File: src/pscw_pkg.sv
// pscw_pkg: constants and carrier types for the power-stage control bank.
// assumes a 25 MHz system clock and a 16-bit framed serial register link.
package pscw_pkg;

   // ==========================================================
   // register addresses and frame layout
   localparam logic [4:0] ADDR_SYS_CTRL = 5'h00;
   localparam logic [4:0] ADDR_HS_OUT = 5'h02;
   localparam logic [4:0] ADDR_HS_STAT = 5'h04;
   localparam logic [4:0] ADDR_WD_CTRL = 5'h0b;
   localparam logic [4:0] ADDR_SYS_STAT = 5'h0c;
   localparam logic [4:0] FRAME_BITS = 5'h10;
   localparam logic [4:0] PARITY_EDGE = 5'h06;
   localparam int RW_BIT = 15;

   // ==========================================================
   // field positions
   localparam int PSE_BIT = 7;
   localparam int STOP_BIT = 6;
   localparam int SLEEP_BIT = 5;
   localparam int LS_THERMAL_SHUTDOWN_DISABLE_BIT = 4;
   localparam int HS_THERMAL_SHUTDOWN_DISABLE_BIT = 3;
   localparam int VIS_BIT = 2;
   localparam int SW_ON_BIT = 7;
   localparam int SW_OCF_BIT = 7;
   localparam int WD_ARM_BIT = 7;
   localparam int WD_KICK_BIT = 0;
   localparam logic [7:0] RESET_BYTE = 8'h00;

   // ==========================================================
   // timing
   localparam int CLK_HZ = 25_000_000;
   localparam int WD_MIN_PERIOD_MS = 10;
   localparam int WD_MIN_PERIOD_CYCLES = CLK_HZ / 1000 * WD_MIN_PERIOD_MS;
   localparam int BUS_CL_LIMIT_CYCLES = 250;

   // ==========================================================
   // input synchroniser layout
   localparam int SYNC_W = 18;
   localparam int SCK_I = 17;
   localparam int SS_I = 16;
   localparam int MOSI_I = 15;
   localparam logic [17:0] SYNC_RESET = 18'h1_0000;

   typedef enum logic [1:0] {
      SLEW_20K = 2'b00,
      SLEW_8X = 2'b01,
      SLEW_10K = 2'b10,
      SLEW_4X = 2'b11
   } pscw_slew_t;

   typedef struct packed {
      logic [2:0] hs_oc;
      logic sw_oc;
      logic aux_oc;
      logic overtemp;
      logic low_v;
      logic high_v;
      logic [3:0] hb_fail;
      logic bus_cl;
      logic pulse;
      logic cpu_irq;
   } pscw_ana_t;

   typedef struct packed {
      logic [2:0] hs_drive;
      logic sw5v_enable;
      logic power_stage_enable;
      logic hb_high_off;
      logic hb_low_off;
      logic bus_tx_enable;
      pscw_slew_t bus_slew;
      logic stop_req;
      logic sleep_req;
      logic wd_system_reset;
   } pscw_drive_t;

   typedef struct packed {
      logic [17:0] s1;
      logic [17:0] s2;
      logic [17:0] s3;
      logic [17:0] filt;
      logic [15:0] rx;
      logic [4:0] fall_cnt;
      logic [4:0] rise_cnt;
      logic [7:0] stat_snap;
      logic [7:0] rdata;
      logic pse;
      logic ls_thermal_shutdown_disable;
      logic hs_thermal_shutdown_disable;
      logic voltage_shutdown_disable;
      pscw_slew_t slew;
      logic stop;
      logic sleep;
      logic [2:0] hs_force;
      logic [2:0] hs_pwm;
      logic sw_on;
      logic [2:0] hs_ocf;
      logic sw_ocf;
      logic wd_arm;
      logic [1:0] wd_per;
      logic [23:0] wd_cnt;
      logic [7:0] cl_cnt;
      logic miso;
      logic miso_oe;
      pscw_drive_t drv;
   } pscw_state_t;

endpackage

File: src/pscw_core.sv
// pscw_core: control/status register bank, output gating and window watchdog
// of the power-stage die, reached over the internal 16-bit serial slave link.
// assumes spi pins and analog flags are asynchronous; spi clock well below clk/4.
`timescale 1ns/1ps
`default_nettype none

module pscw_core #(
   parameter int WD_BASE_CYCLES = pscw_pkg::WD_MIN_PERIOD_CYCLES, // 10 ms period
   parameter int BUS_CL_CYCLES = pscw_pkg::BUS_CL_LIMIT_CYCLES // current limit time
) (
   input wire logic clk, // system clock
   input wire logic rstn, // synchronous reset, low
   input wire logic ce, // clock enable
   input wire logic spi_sck, // serial clock from master
   input wire logic spi_ss_n, // slave select, low
   input wire logic spi_mosi, // serial data in
   input wire pscw_pkg::pscw_ana_t ana, // analog fault and control levels
   output logic spi_miso, // serial data out
   output logic spi_miso_oe, // miso driven while high
   output pscw_pkg::pscw_drive_t drive // gating and mode outputs
);

   // ==========================================================
   // state and combinational helpers
   pscw_pkg::pscw_state_t q;
   pscw_pkg::pscw_state_t next_q;
   pscw_pkg::pscw_ana_t af;
   logic [17:0] nf;
   logic sck_rise;
   logic sck_fall;
   logic ss_fall;
   logic ss_rise;
   logic commit;
   logic [4:0] wr_addr;
   logic [7:0] wdata;
   logic [7:0] sys_stat;
   logic [7:0] rd_mux;
   logic kick_commit;
   logic stop_ok;
   logic sleep_ok;
   logic sleep_entry;
   logic [23:0] per_cycles;
   logic [23:0] half_cycles;
   logic wd_fire;
   logic volt_shut;
   logic hs_shut;
   logic [2:0] hs_on;
   logic [15:0] frame_out;

   assign spi_miso = q.miso;
   assign spi_miso_oe = q.miso_oe;
   assign drive = q.drv;

   always_comb begin
      next_q = q;
      // ==========================================================
      // three-stage input filter: a bit moves once stages two and three agree
      next_q.s1 = {spi_sck, spi_ss_n, spi_mosi, ana};
      next_q.s2 = q.s1;
      next_q.s3 = q.s2;
      nf = (q.s2 & q.s3) | (q.filt & (q.s2 | q.s3));
      next_q.filt = nf;
      af = pscw_pkg::pscw_ana_t'(q.filt[14:0]);
      sck_rise = nf[pscw_pkg::SCK_I] & ~q.filt[pscw_pkg::SCK_I];
      sck_fall = ~nf[pscw_pkg::SCK_I] & q.filt[pscw_pkg::SCK_I];
      ss_fall = ~nf[pscw_pkg::SS_I] & q.filt[pscw_pkg::SS_I];
      ss_rise = nf[pscw_pkg::SS_I] & ~q.filt[pscw_pkg::SS_I];

      // ==========================================================
      // status byte and read multiplexer
      sys_stat = {af.bus_cl,
                  af.overtemp,
                  af.low_v | af.high_v,
                  af.aux_oc,
                  q.sw_ocf,
                  |q.hs_ocf,
                  |af.hb_fail,
                  1'b0};
      unique case (q.rx[4:0])
         pscw_pkg::ADDR_SYS_CTRL: begin
            rd_mux = {q.pse, 2'b00, q.ls_thermal_shutdown_disable, q.hs_thermal_shutdown_disable, q.voltage_shutdown_disable, q.slew};
         end
         pscw_pkg::ADDR_HS_OUT: begin
            rd_mux = {q.sw_on, 1'b0, q.hs_pwm, q.hs_force};
         end
         pscw_pkg::ADDR_HS_STAT: begin
            rd_mux = {q.sw_ocf, 4'h0, q.hs_ocf};
         end
         pscw_pkg::ADDR_WD_CTRL: begin
            rd_mux = {q.wd_arm, q.wd_per, 5'h00};
         end
         pscw_pkg::ADDR_SYS_STAT: begin
            rd_mux = sys_stat;
         end
         default: begin
            rd_mux = pscw_pkg::RESET_BYTE;
         end
      endcase

      // ==========================================================
      // serial frame: sample on falling sck, shift out on rising sck
      // shift-out word: snapped status first, then the addressed register
      frame_out = {q.stat_snap, q.rdata};
      if (ss_fall) begin
         next_q.fall_cnt = '0;
         next_q.rise_cnt = '0;
         next_q.stat_snap = sys_stat;
         next_q.rdata = pscw_pkg::RESET_BYTE;
         next_q.miso = 1'b0;
         next_q.miso_oe = 1'b1;
      end else if (nf[pscw_pkg::SS_I]) begin
         next_q.miso_oe = 1'b0;
         next_q.miso = 1'b0;
      end else begin
         if (sck_fall) begin
            next_q.rx = {q.rx[14:0], nf[pscw_pkg::MOSI_I]};
            if (q.fall_cnt == pscw_pkg::PARITY_EDGE) begin
               next_q.rdata = rd_mux;
            end
            if (q.fall_cnt != 5'h1f) begin
               next_q.fall_cnt = q.fall_cnt + 5'h01;
            end
         end
         if (sck_rise) begin
            if (q.rise_cnt < pscw_pkg::FRAME_BITS) begin
               next_q.miso = frame_out[~q.rise_cnt[3:0]];
            end
            if (q.rise_cnt != 5'h1f) begin
               next_q.rise_cnt = q.rise_cnt + 5'h01;
            end
         end
      end

      // a write counts only with exactly 16 samples, write flag low, even parity
      commit = ss_rise && q.fall_cnt == pscw_pkg::FRAME_BITS &&
               !q.rx[pscw_pkg::RW_BIT] && !(^q.rx[15:9]);
      wr_addr = q.rx[14:10];
      wdata = q.rx[7:0];
      kick_commit = commit && wr_addr == pscw_pkg::ADDR_WD_CTRL &&
                    wdata[pscw_pkg::WD_KICK_BIT];
      stop_ok = wdata[pscw_pkg::STOP_BIT] && !wdata[7] && wdata[5:2] == 4'h0;
      sleep_ok = wdata[pscw_pkg::SLEEP_BIT] && wdata[7:6] == 2'b00 &&
                 wdata[4:2] == 3'h0;
      sleep_entry = commit && wr_addr == pscw_pkg::ADDR_SYS_CTRL && sleep_ok;

      // ==========================================================
      // register writes
      if (commit && wr_addr == pscw_pkg::ADDR_SYS_CTRL) begin
         next_q.pse = wdata[pscw_pkg::PSE_BIT];
         next_q.ls_thermal_shutdown_disable = wdata[pscw_pkg::LS_THERMAL_SHUTDOWN_DISABLE_BIT];
         next_q.hs_thermal_shutdown_disable = wdata[pscw_pkg::HS_THERMAL_SHUTDOWN_DISABLE_BIT];
         next_q.voltage_shutdown_disable = wdata[pscw_pkg::VIS_BIT];
         next_q.slew = pscw_pkg::pscw_slew_t'(wdata[1:0]);
      end
      if (commit && wr_addr == pscw_pkg::ADDR_HS_OUT) begin
         next_q.sw_on = wdata[pscw_pkg::SW_ON_BIT];
         next_q.hs_pwm = wdata[5:3];
         next_q.hs_force = wdata[2:0];
      end
      // mode requests: a new request wins over an irq clear in the same cycle
      next_q.stop = (q.stop & ~af.cpu_irq) |
                    (commit && wr_addr == pscw_pkg::ADDR_SYS_CTRL && stop_ok);
      next_q.sleep = (q.sleep & ~af.cpu_irq) | sleep_entry;

      // fault flags: set wins over a write-one clear
      if (commit && wr_addr == pscw_pkg::ADDR_HS_STAT) begin
         next_q.hs_ocf = (q.hs_ocf & ~wdata[2:0]) | af.hs_oc;
         next_q.sw_ocf = (q.sw_ocf & ~wdata[pscw_pkg::SW_OCF_BIT]) | af.sw_oc;
      end else begin
         next_q.hs_ocf = q.hs_ocf | af.hs_oc;
         next_q.sw_ocf = q.sw_ocf | af.sw_oc;
      end

      // ==========================================================
      // window watchdog
      if (commit && wr_addr == pscw_pkg::ADDR_WD_CTRL) begin
         next_q.wd_per = wdata[6:5];
      end
      if (sleep_entry) begin
         next_q.wd_arm = 1'b0;
      end else if (commit && wr_addr == pscw_pkg::ADDR_WD_CTRL &&
                   wdata[pscw_pkg::WD_ARM_BIT]) begin
         next_q.wd_arm = 1'b1;
      end
      // code 00 is eight base periods, 11 is one base period
      per_cycles = 24'(WD_BASE_CYCLES) << ~q.wd_per;
      half_cycles = per_cycles >> 1;
      wd_fire = 1'b0;
      if (!q.wd_arm || sleep_entry) begin
         next_q.wd_cnt = '0;
      end else if (q.stop) begin
         // frozen while stopped, restarted from zero on wake-up
         next_q.wd_cnt = next_q.stop ? q.wd_cnt : '0;
      end else if (kick_commit) begin
         wd_fire = q.wd_cnt < half_cycles;
         next_q.wd_cnt = '0;
      end else if (q.wd_cnt >= per_cycles - 24'h00_0001) begin
         wd_fire = 1'b1;
         next_q.wd_cnt = '0;
      end else begin
         next_q.wd_cnt = q.wd_cnt + 24'h00_0001;
      end

      // ==========================================================
      // bus driver current-limit timer
      if (!af.bus_cl) begin
         next_q.cl_cnt = '0;
      end else if (32'(q.cl_cnt) < BUS_CL_CYCLES) begin
         next_q.cl_cnt = q.cl_cnt + 8'h01;
      end

      // ==========================================================
      // output gating
      volt_shut = (af.low_v | af.high_v) & ~q.voltage_shutdown_disable;
      hs_shut = ~q.pse | volt_shut | (af.overtemp & ~q.hs_thermal_shutdown_disable);
      for (int i = 0; i < 3; i++) begin
         // pulse mode follows the input or its force bit; plain force-on drops out on a fault
         hs_on[i] = q.hs_pwm[i] ? (q.hs_force[i] | af.pulse) :
                    (q.hs_force[i] & ~q.hs_ocf[i]);
      end
      next_q.drv.hs_drive = hs_shut ? 3'h0 : hs_on;
      next_q.drv.sw5v_enable = q.pse & q.sw_on;
      next_q.drv.power_stage_enable = q.pse;
      next_q.drv.hb_high_off = hs_shut;
      next_q.drv.hb_low_off = ~q.pse | volt_shut | (af.overtemp & ~q.ls_thermal_shutdown_disable);
      next_q.drv.bus_tx_enable = q.pse && 32'(q.cl_cnt) < BUS_CL_CYCLES;
      next_q.drv.bus_slew = q.slew;
      next_q.drv.stop_req = q.stop;
      next_q.drv.sleep_req = q.sleep;
      next_q.drv.wd_system_reset = wd_fire;
   end

   always_ff @(posedge clk) begin
      if (!rstn) begin
         q <= '0;
         q.s1 <= pscw_pkg::SYNC_RESET;
         q.s2 <= pscw_pkg::SYNC_RESET;
         q.s3 <= pscw_pkg::SYNC_RESET;
         q.filt <= pscw_pkg::SYNC_RESET;
      end else if (ce) begin
         q <= next_q;
      end
   end
endmodule

`default_nettype wire

File: config.mk
export PLATFORM = sky130hd
export DESIGN_NAME = pscw_core
export DESIGN_NICKNAME = d
export VERILOG_FILES = /design/src/pscw_pkg.sv /design/src/pscw_core.sv
export SDC_FILE = /design/constraint.sdc
export NUM_CORES = 1
export LEC_CHECK = 0
export BUFFER_PORTS_ARGS = -buffer_cell sky130_fd_sc_hd__buf_2
export CAP_MARGIN = 0
export CORE_AREA = 2 2 131 133
export DETAILED_ROUTE_END_ITERATION = 10
export DIE_AREA = 0 0 133 135
export PLACE_DENSITY = 0.71
export SLEW_MARGIN = 20
export SYNTH_ARGS = -nofsm -noshare
export SYNTH_HDL_FRONTEND = slang
export SYNTH_SLANG_ARGS = --single-unit
File: constraint.sdc
create_clock -name clk -period 4.8 [get_ports clk]
set_input_delay 0.72 -clock clk [delete_from_list [all_inputs] [get_ports clk]]
set_output_delay 0.72 -clock clk [all_outputs]
set_load 0.005 [all_outputs]
# Word level (Yosys, flattened, before mapping)

Index checks and enable logic that the tools add are counted.

Mux-type cells: 36
Eq/ne operators: 14
Order comparisons: 5
Add/sub/neg operators: 5
Reduce and logical (&&, ||, !) cells: 51
Shifts and indexed selects: 1
Bitwise logic cells: 49

Operators by type and width:

| operator                                            | count |
|---|---|
| two-way mux 24 bit                                  | 5 |
| two-way mux 8 bit                                   | 6 |
| one-hot mux 8 bit (5 select lines)                  | 1 |
| bitwise AND 18 bit                                  | 2 |
| bitwise OR 18 bit                                   | 2 |
| adder 24 x 1 -> 24 bit, second input constant       | 1 |
| >= comparator 24 bit                                | 1 |
| < comparator 24 x 23 -> 1 bit                       | 1 |
| left shift 18 x 2 -> 24 bit, first input constant   | 1 |
| subtractor 24 x 1 -> 24 bit, second input constant  | 1 |
| two-way mux 10 bit                                  | 2 |
| two-way mux 5 bit                                   | 4 |
| logical AND 1 bit                                   | 16 |
| AND reduction 2 bit                                 | 8 |
| AND reduction 4 bit                                 | 4 |
| equality test 5 x 3 -> 1 bit, second input constant | 3 |
| equality test 5 x 4 -> 1 bit, second input constant | 3 |
| bitwise AND 1 bit                                   | 14 |
| two-way mux 1 bit                                   | 14 |
| NOT 1 bit                                           | 14 |
| nonzero test 2 bit                                  | 7 |
| bitwise OR 1 bit                                    | 11 |
| adder 5 x 1 -> 5 bit, second input constant         | 2 |
| equality test 5 x 2 -> 1 bit, second input constant | 2 |
| 28 further kinds                                    | 36 |

Output and inout port bits: 15
Flip-flop bits (word level): 182
Word-level logic and storage cells: 198

# Longest topological paths before layout

Gate-level depths: netlist (run 1).

Depth in word-level cells: 13
Mapped depth: 14

# Worst setup path after synthesis (run 1)

No wires, ideal clock.

Path type: reg2reg
From: register q[47] (netlist bit)
To: register q[43] (netlist bit)
Clock period less this slack: 3100 ps
Slack: 1700 ps
Buffers on the path: 1
Required time: 4726 ps
Stages on the path, launching flop included: 14
Arrival: 3025 ps
Path through: dfxtp_1 -> inv_1 -> ha_1 -> inv_1 -> ha_1 -> ha_1 -> o21ai_0 -> nand2_1 -> a221oi_1 -> nor4b_1 -> or3_1 -> buf_6 -> or4_1 -> a31oi_1

Longest elaborated chain between the ends: 8

Ends and longest elaborated chain:

| item                        | line             | text |
|---|---|---|
| from (decl)                 | pscw_core.sv:25  | `pscw_pkg::pscw_state_t q;` |
| from (signal assigned)      | pscw_core.sv:241 | `q <= next_q;` |
| NOT 2 bit                   | pscw_core.sv:186 | `per_cycles = 24'(WD_BASE_CYCLES) << ~q.wd_per;` |
| left shift 18 x 2 -> 24 bit | pscw_core.sv:186 |  |
| subtractor 24 x 1 -> 24 bit | pscw_core.sv:197 | `end else if (q.wd_cnt >= per_cycles - 24'h00_0001) begin` |
| >= comparator 24 bit        | pscw_core.sv:197 |  |
| two-way mux 24 bit          | pscw_core.sv:197 |  |
| two-way mux 24 bit          | pscw_core.sv:194 | `end else if (kick_commit) begin` |
| two-way mux 24 bit          | pscw_core.sv:191 | `end else if (q.stop) begin` |
| two-way mux 24 bit          | pscw_core.sv:189 | `if (!q.wd_arm \|\| sleep_entry) begin` |

No other way between the ends.
A chain may end at the register's enable or synchronous reset.

# Worst setup path in the final report (run 1)

Same ends and word-level chain as after synthesis.

==> summary.txt, run 1 <==
outcome - complete, no violations
post-synthesis mux area share - 0.09454
Final min period - 3.812 ns
Num CTS Buffers - 17
Synth area leaders - dfxtp_1, mux2i_1, ha_1, nor2_1, nand2_1
Internal - 2.393 mW
Reg power frac - 0.494
clk_lat worst skew - 0.44 ns
post-route ant nets - 0
M1 GR Usage - 0.3111
routing usage on met2 - 0.3762
Die Height - 135 µm
DP HPWL - 13.13 mm
DRT iter0 DRCs - 580
Clk network pwr share - 0.472
endpoints failing hold - 0
largest family of logic cells by synthesized area - simple AND/OR/NAND/NOR gates
NumNets Final - 1120
Post-Synth Simple-Gate Area - 0.2199
io pins - 36
NetSw - 0.7271 mW
period utilization - 0.7942
total grt overflow - 0
fraction of the yosys area taken by sequential cells - 0.4085
total routed wirelength - 19.81 mm
Max Cap Viol - 0
CP required - 5.15 ns
fraction of the mapped netlist area in compound gates - 0.1400
number of synthesized flops with an enable pin - 0
layout cells sized above 1 - 0.09057
gr busiest metal - met2
count leader, synth - dfxtp_1
YS warnings - 0
Sw Ratio - 0.2331
Register Area - 3643 µm²
DR vias/cell - 5.676
WHS - 0.4548 ns
ys async rst share - 0
core region area - 16410 µm²
Yosys top cell area share - 0.4085
Post-Layout Cell Count - 1280
critical-path maximum fanout - 19
CTS max path bufs - 2
XOR/XNOR Fraction of Synth Area - 0.01543
relative slew slack - 0.3483
Avg WL per Cell - 15.47 µm
multi-input logic area - 4873 µm²
CTS Sinks - 182
Clock transition at path regs - 0.07 ns
CTS-repair resized insts - 0
combinational power share - 0.033
CP startpoint kind - register
Synth Area in Adders - 0.07406
vias in the first global route - 6703
total global routing track utilization - 0.2297
fmax - 0.2623 GHz
Post-Synthesis Cells - 1051
Synth Flop Type - dfxtp_1
RSZ-0062 raised after global routing - false
Power Density - 320.6 nW/µm²
internal reg-to-reg setup slack - 0.99 ns
synth cell count leaders - dfxtp_1, nor2_1, nand2_1
met3 Track Usage GR - 0.04017
Max VDD drop - 0.2793 mV
mapped cell area - 8920 µm²
WS Path Type - register to register
Final Max Slew Viols - 0
CTS tree - built
flops & latches, synth - 182
ANT cells - 0
final setup fails - 0
# rows - 47
Residual DRC - 0
Layout Area Growth over Synthesis - 9.104%
placed cells - 1248
die width - 133 µm
drt pass-1 iters - 5
Layout fillers - 1462
CTS Root Buffer Type - clkbuf_16
Initial Utilization - 0.5437
leakage - 3.933 nW
CTS HTree Levels - 4
Worst EP arrival - 4.16 ns
Fin Clk Skew - 0.01168 ns
first-pass GRT wire length - 33.50 mm
initial antenna violation count - 0
Netlist cell types - 64
largest net degree at the start of global routing - 97
Die ar. - 17960 µm²
worst slew pin tran - 0.9775 ns
number of buffers inserted by port buffering - 35
cts hold-fix bufs - 0
Post-CTS Setup Bufs - 0
setup tns final - 0 ns
Worst Hold Class - register to register
Yosys top cell by area - dfxtp_1
vias - 7265
CP endpoint kind - register
Mean Syn Cell Area - 8.487 µm²
GPL Wtd Cong - 0.8938
[stage by stage]
step	setup slack, ns	util	power, mW	instance area [µm²]
final	0.9877	0.5932	3.120	9732
after global routing	0.7317	0.5932	3.214	9732
after floorplan	1.700	-	1.652	8931
after detailed placement	1.020	0.5551	1.682	9107
after global placement	1.182	0.5551	1.680	9107
after CTS	0.9821	0.5932	3.149	9732
[worst paths after layout]
path / from / end / cells after the start
max reg2reg: q[47]$_SDFFE_PN0P_ / q[43]$_SDFFE_PN0P_ / 12
max: q[47]$_SDFFE_PN0P_ / q[43]$_SDFFE_PN0P_ / 12
min: frame_out[15]$_SDFFE_PN0P_ / frame_out[15]$_SDFFE_PN0P_ / 2
min reg2reg: frame_out[15]$_SDFFE_PN0P_ / frame_out[15]$_SDFFE_PN0P_ / 2
[cells in the final DEF (no fill, tap or decap), types with 5 or more instances in the layout]
cell type | synthesis | layout
o21ai_0 | 47 | 47
mux2i_1 | 73 | 73
and3_1 | 10 | 10
nand4_1 | 11 | 11
inv_6 | 0 | 5
nor4_1 | 8 | 8
nand2b_1 | 7 | 7
a21o_1 | 23 | 23
a21oi_1 | 90 | 90
nand3_1 | 64 | 64
or4_1 | 7 | 7
ha_1 | 52 | 52
xnor2_1 | 6 | 6
nand2_1 | 121 | 121
and2_1 | 7 | 7
nor2_1 | 133 | 133
buf_2 | 0 | 34
nor3_1 | 16 | 16
a31oi_1 | 16 | 16
xor2_1 | 7 | 7
inv_1 | 21 | 21
o211ai_1 | 7 | 7
clkbuf_16 | 0 | 17
or3_1 | 7 | 7
buf_4 | 14 | 8
dfxtp_1 | 182 | 182
[sequential cells by signal (all words and copies together), names as in the netlist]
| signal | count |
|---|---|
| spi_miso | 1 |
| af | 15 |
| next_q | 41 |
| frame_out | 15 |
| q | 96 |
| spi_miso_oe | 1 |
| drive | 13 |
[per-layer routing]
metal	part of all wire	routed length (µm)
met1	0.48	9567
met2	0.46	9201
met3	0.038	747
met4	0.015	289
met5	0	0
[kinds of logic (layout without fill, tap and decap cells)]
kind of cell,Yosys count,count (layout)
AO/OA/AOI/OAI,211,211
XOR/XNOR,14,14
adder cells (fa/ha/maj),53,53
buffers and inverters,90,96
flip-flops,182,182
multiplexers,79,79
other,1,4
AND/OR/NAND/NOR,421,421
[power groups by stage]
stage / Combinational, mW / Sequential, mW / Clock (mW)
final: 0.104 / 1.54 / 1.47
after global routing: 0.116 / 1.54 / 1.55
after CTS: 0.105 / 1.54 / 1.50
after detailed placement: 0.105 / 1.58 / 0
after global placement: 0.104 / 1.58 / 0
after floorplan: 0.0813 / 1.57 / 0
[layout make-up]
cell class / count / area share
inverters: 22 / 0.008743
well taps: 220 / 0.02828
repair buffers: 42 / 0.02366
multi-input cells: 782 / 0.5008
flip-flops and latches: 182 / 0.3744
clock inverters: 12 / 0.01620
clock buffers: 20 / 0.04796
[worst max-delay path: stages, from the launching register on]
cell and delay [ns]:
dfxtp_1 0.48, inv_1 0.17, ha_1 0.24, inv_1 0.19
ha_1 0.28, ha_1 0.27, o21ai_0 0.14, nand2_1 0.07
a221oi_1 0.33, nor4b_1 0.14, or3_1 0.65, or4_1 0.59
a31oi_1 0.17
(Power assumes the default switching activity.)
==> inputs of run 2 (changes only) <==
- clock period: 4.8 -> 3.6 ns (I/O delays scaled with it)
==> run 2 against run 1 <==
- wire length shrank 0.21%
- die area is the same
- final area grew 0.95%
- critical path depth grew 1
- first-iteration DRC count shrank 18%
- clock skew shrank 0.0021 ns
- worst setup slack lost 0.74 ns
- sequential share of layout area shrank 0.34 points
- combinational power grew 35%
- register-to-register slack lost 0.74 ns
- critical endpoint unchanged
- largest power group unchanged
- highest routed layer unchanged
==> summary.txt, run 2 (synthesis results as in run 1) <==
Fin Clk Skew - 0.009628 ns (was 0.01168 ns)
total grt overflow - 0 (unchanged)
total global routing track utilization - 0.2284 (was 0.2297)
# rows - 47 (unchanged)
post-route ant nets - 0 (unchanged)
endpoints failing hold - 0 (unchanged)
RSZ-0062 raised after global routing - false (unchanged)
min-delay src - ana[7] (was frame_out[15]$_SDFFE_PN0P_)
WS Path Type - register to register (unchanged)
Power Density - 421.1 nW/µm² (was 320.6 nW/µm²)
CP endpoint kind - register (unchanged)
Final min period - 3.353 ns (was 3.812 ns)
CTS Sinks - 182 (unchanged)
Initial Utilization - 0.5437 (unchanged)
layout cells sized above 1 - 0.09831 (was 0.09057)
Worst R2R End - q[43]$_SDFFE_PN0P_ (unchanged)
Hold Path Depth - 3 (was 2)
CP startpoint kind - register (unchanged)
leakage - 3.981 nW (was 3.933 nW)
Residual DRC - 0 (unchanged)
most frequent cells in the layout - dfxtp_1, nor2_1, nand2_1 (unchanged)
die width - 133 µm (unchanged)
reg2reg path depth - 13 (was 12)
internal reg-to-reg setup slack - 0.25 ns (was 0.99 ns)
vias - 7348 (was 7265)
CTS tree - built (unchanged)
CTS max path bufs - 2 (unchanged)
number of buffers inserted by port buffering - 35 (unchanged)
Max VDD drop - 0.4337 mV (was 0.2793 mV)
Max Cap Viol - 0 (unchanged)
Layout Area Growth over Synthesis - 10.14% (was 9.104%)
final setup fails - 0 (unchanged)
Final WS setup - 0.2469 ns (was 0.9877 ns)
largest net degree at the start of global routing - 162 (was 97)
max FFs per register - 96 (unchanged)
r2r startpoint - q[48]$_SDFFE_PN0P_ (was q[47]$_SDFFE_PN0P_)
final instance area - 9824 µm² (was 9732 µm²)
fmax - 0.2982 GHz (was 0.2623 GHz)
slowest stage delay, CP - 0.50 ns (was 0.65 ns)
Worst Hold Class - input port to register (was register to register)
NumNets Final - 1128 (was 1120)
period utilization - 0.9314 (was 0.7942)
Hold EP - next_q[154]$_SDFFE_PN0P_ (was frame_out[15]$_SDFFE_PN0P_)
Worst EP arrival - 3.71 ns (was 4.16 ns)
CTS Root Buffer Type - clkbuf_16 (unchanged)
drt pass-1 iters - 4 (was 5)
WHS - 0.3406 ns (was 0.4548 ns)
setup tns final - 0 ns (unchanged)
critical-path maximum fanout - 15 (was 19)
Post-CTS Setup Bufs - 0 (unchanged)
worst slew pin tran - 0.8368 ns (was 0.9775 ns)
vias in the first global route - 6703 (unchanged)
Final Max Slew Viols - 0 (unchanged)
core region area - 16410 µm² (unchanged)
DRT iter0 DRCs - 475 (was 580)
Die ar. - 17960 µm² (unchanged)
Layout fillers - 1474 (was 1462)
clk_lat worst skew - 0.43 ns (was 0.44 ns)
Post-DP Area - 9193 µm² (was 9107 µm²)
first-pass GRT wire length - 33.24 mm (was 33.50 mm)
critical path launch point - q[48]$_SDFFE_PN0P_ (was q[47]$_SDFFE_PN0P_)
critical path's slowest cell - or4_1 (was or3_1)
ANT cells - 0 (unchanged)
Top reg by flops - q (unchanged)
Cell Chain, Critical Path - inv_1 -> ha_1 -> inv_1 -> nor3_1 -> ha_1 -> a21oi_1 -> o21a_1 -> a2bb2oi_1 -> nand4b_1 -> or3_1 -> buf_12 -> or4_1 -> a31oi_1 (was inv_1 -> ha_1 -> inv_1 -> ha_1 -> ha_1 -> o21ai_0 -> nand2_1 -> a221oi_1 -> nor4b_1 -> or3_1 -> or4_1 -> a31oi_1)
commonest non-fill, non-tap cell in the layout - dfxtp_1 (unchanged)
DP HPWL - 13.32 mm (was 13.13 mm)
Avg WL per Cell - 15.34 µm (was 15.47 µm)
outcome - complete, no violations (unchanged)
overall power - 4.137 mW (was 3.120 mW)
CTS HTree Levels - 4 (unchanged)
CP required - 3.96 ns (was 5.15 ns)
total routed wirelength - 19.76 mm (was 19.81 mm)
Die Height - 135 µm (unchanged)
initial antenna violation count - 0 (unchanged)
cts hold-fix bufs - 0 (unchanged)
GPL Wtd Cong - 0.8806 (was 0.8938)
io pins - 36 (unchanged)
dpl ws - 0.1572 ns (was 1.020 ns)
relative slew slack - 0.4401 (was 0.3483)
Num CTS Buffers - 17 (unchanged)
DR vias/cell - 5.705 (was 5.676)
Clock transition at path regs - 0.08 ns (was 0.07 ns)
==> run 2: cell count changes in the layout (fill, tap and decap cells not counted), moves of 2 or more <==
cell	previous run	this run
buf_12	0	2
buf_4	8	14
clkbuf_8	3	0
clkinv_8	1	5
inv_6	5	3
inv_8	1	3
==> run 2: through the flow <==
step | std cells | util
floorplan | 1054 | -
global placement | 1256 | 0.5603
detailed placement | 1256 | 0.5603
CTS | 1288 | 0.5987
global route | 1288 | 0.5988
finish | 1288 | 0.5988
==> run 2: final cells by class <==
type	instances	area [µm²]	share of cell area
multi-input combinational	782	4873	0.4961
inverter	22	85.08	0.008660
timing repair buffer	50	315.3	0.03209
clock inverter	15	205.2	0.02089
sequential	182	3645	0.3710
clock buffer	17	425.4	0.04330
tap	220	275.3	0.02802
==> run 2: routing by layer <==
| layer | part of all wire | GRT usage | vias up |
|---|---|---|---|
| met4 | 0.018 | 0.07049 | 0 |
| li1 | - | - | 3713 |
| met2 | 0.47 | 0.3751 | 140 |
| met3 | 0.038 | 0.04542 | 28 |
| met1 | 0.47 | 0.3051 | 3467 |
| met5 | 0 | 0 | - |
==> run 2: how the worst max path moves through the flow <==
stage and to:
2_1_floorplan q[43]$_SDFFE_PN0P_, 3_3_place_gp q[36]$_SDFFE_PN0P_, 3_5_place_dp q[36]$_SDFFE_PN0P_, 4_1_cts q[43]$_SDFFE_PN0P_, 5_1_grt q[44]$_SDFFE_PN0P_, 6_report q[43]$_SDFFE_PN0P_
==> run 2: timing repair <==
action / 4_1_cts / 5_1_grt
hold endpoints to repair: 0 / 0
resized for setup: 0 / 1
endpoints found under the setup margin: 0 / 8
==> run 2: where the power goes <==
group	leakage [nW]	switching (mW)	internal, mW
Combinational	2.20	0.0897	0.0498
Sequential	1.47	0.0194	2.04
Clock	0.305	0.927	1.01
==> run 2: worst max-delay path, delay by kind of cell, from the launching register on <==
family,cells,cell delay (ns)
buffers and inverters,3,0.51
AO/OA/AOI/OAI,4,0.65
flip-flops,1,0.43
AND/OR/NAND/NOR,4,1.17
adder cells (fa/ha/maj),2,0.52
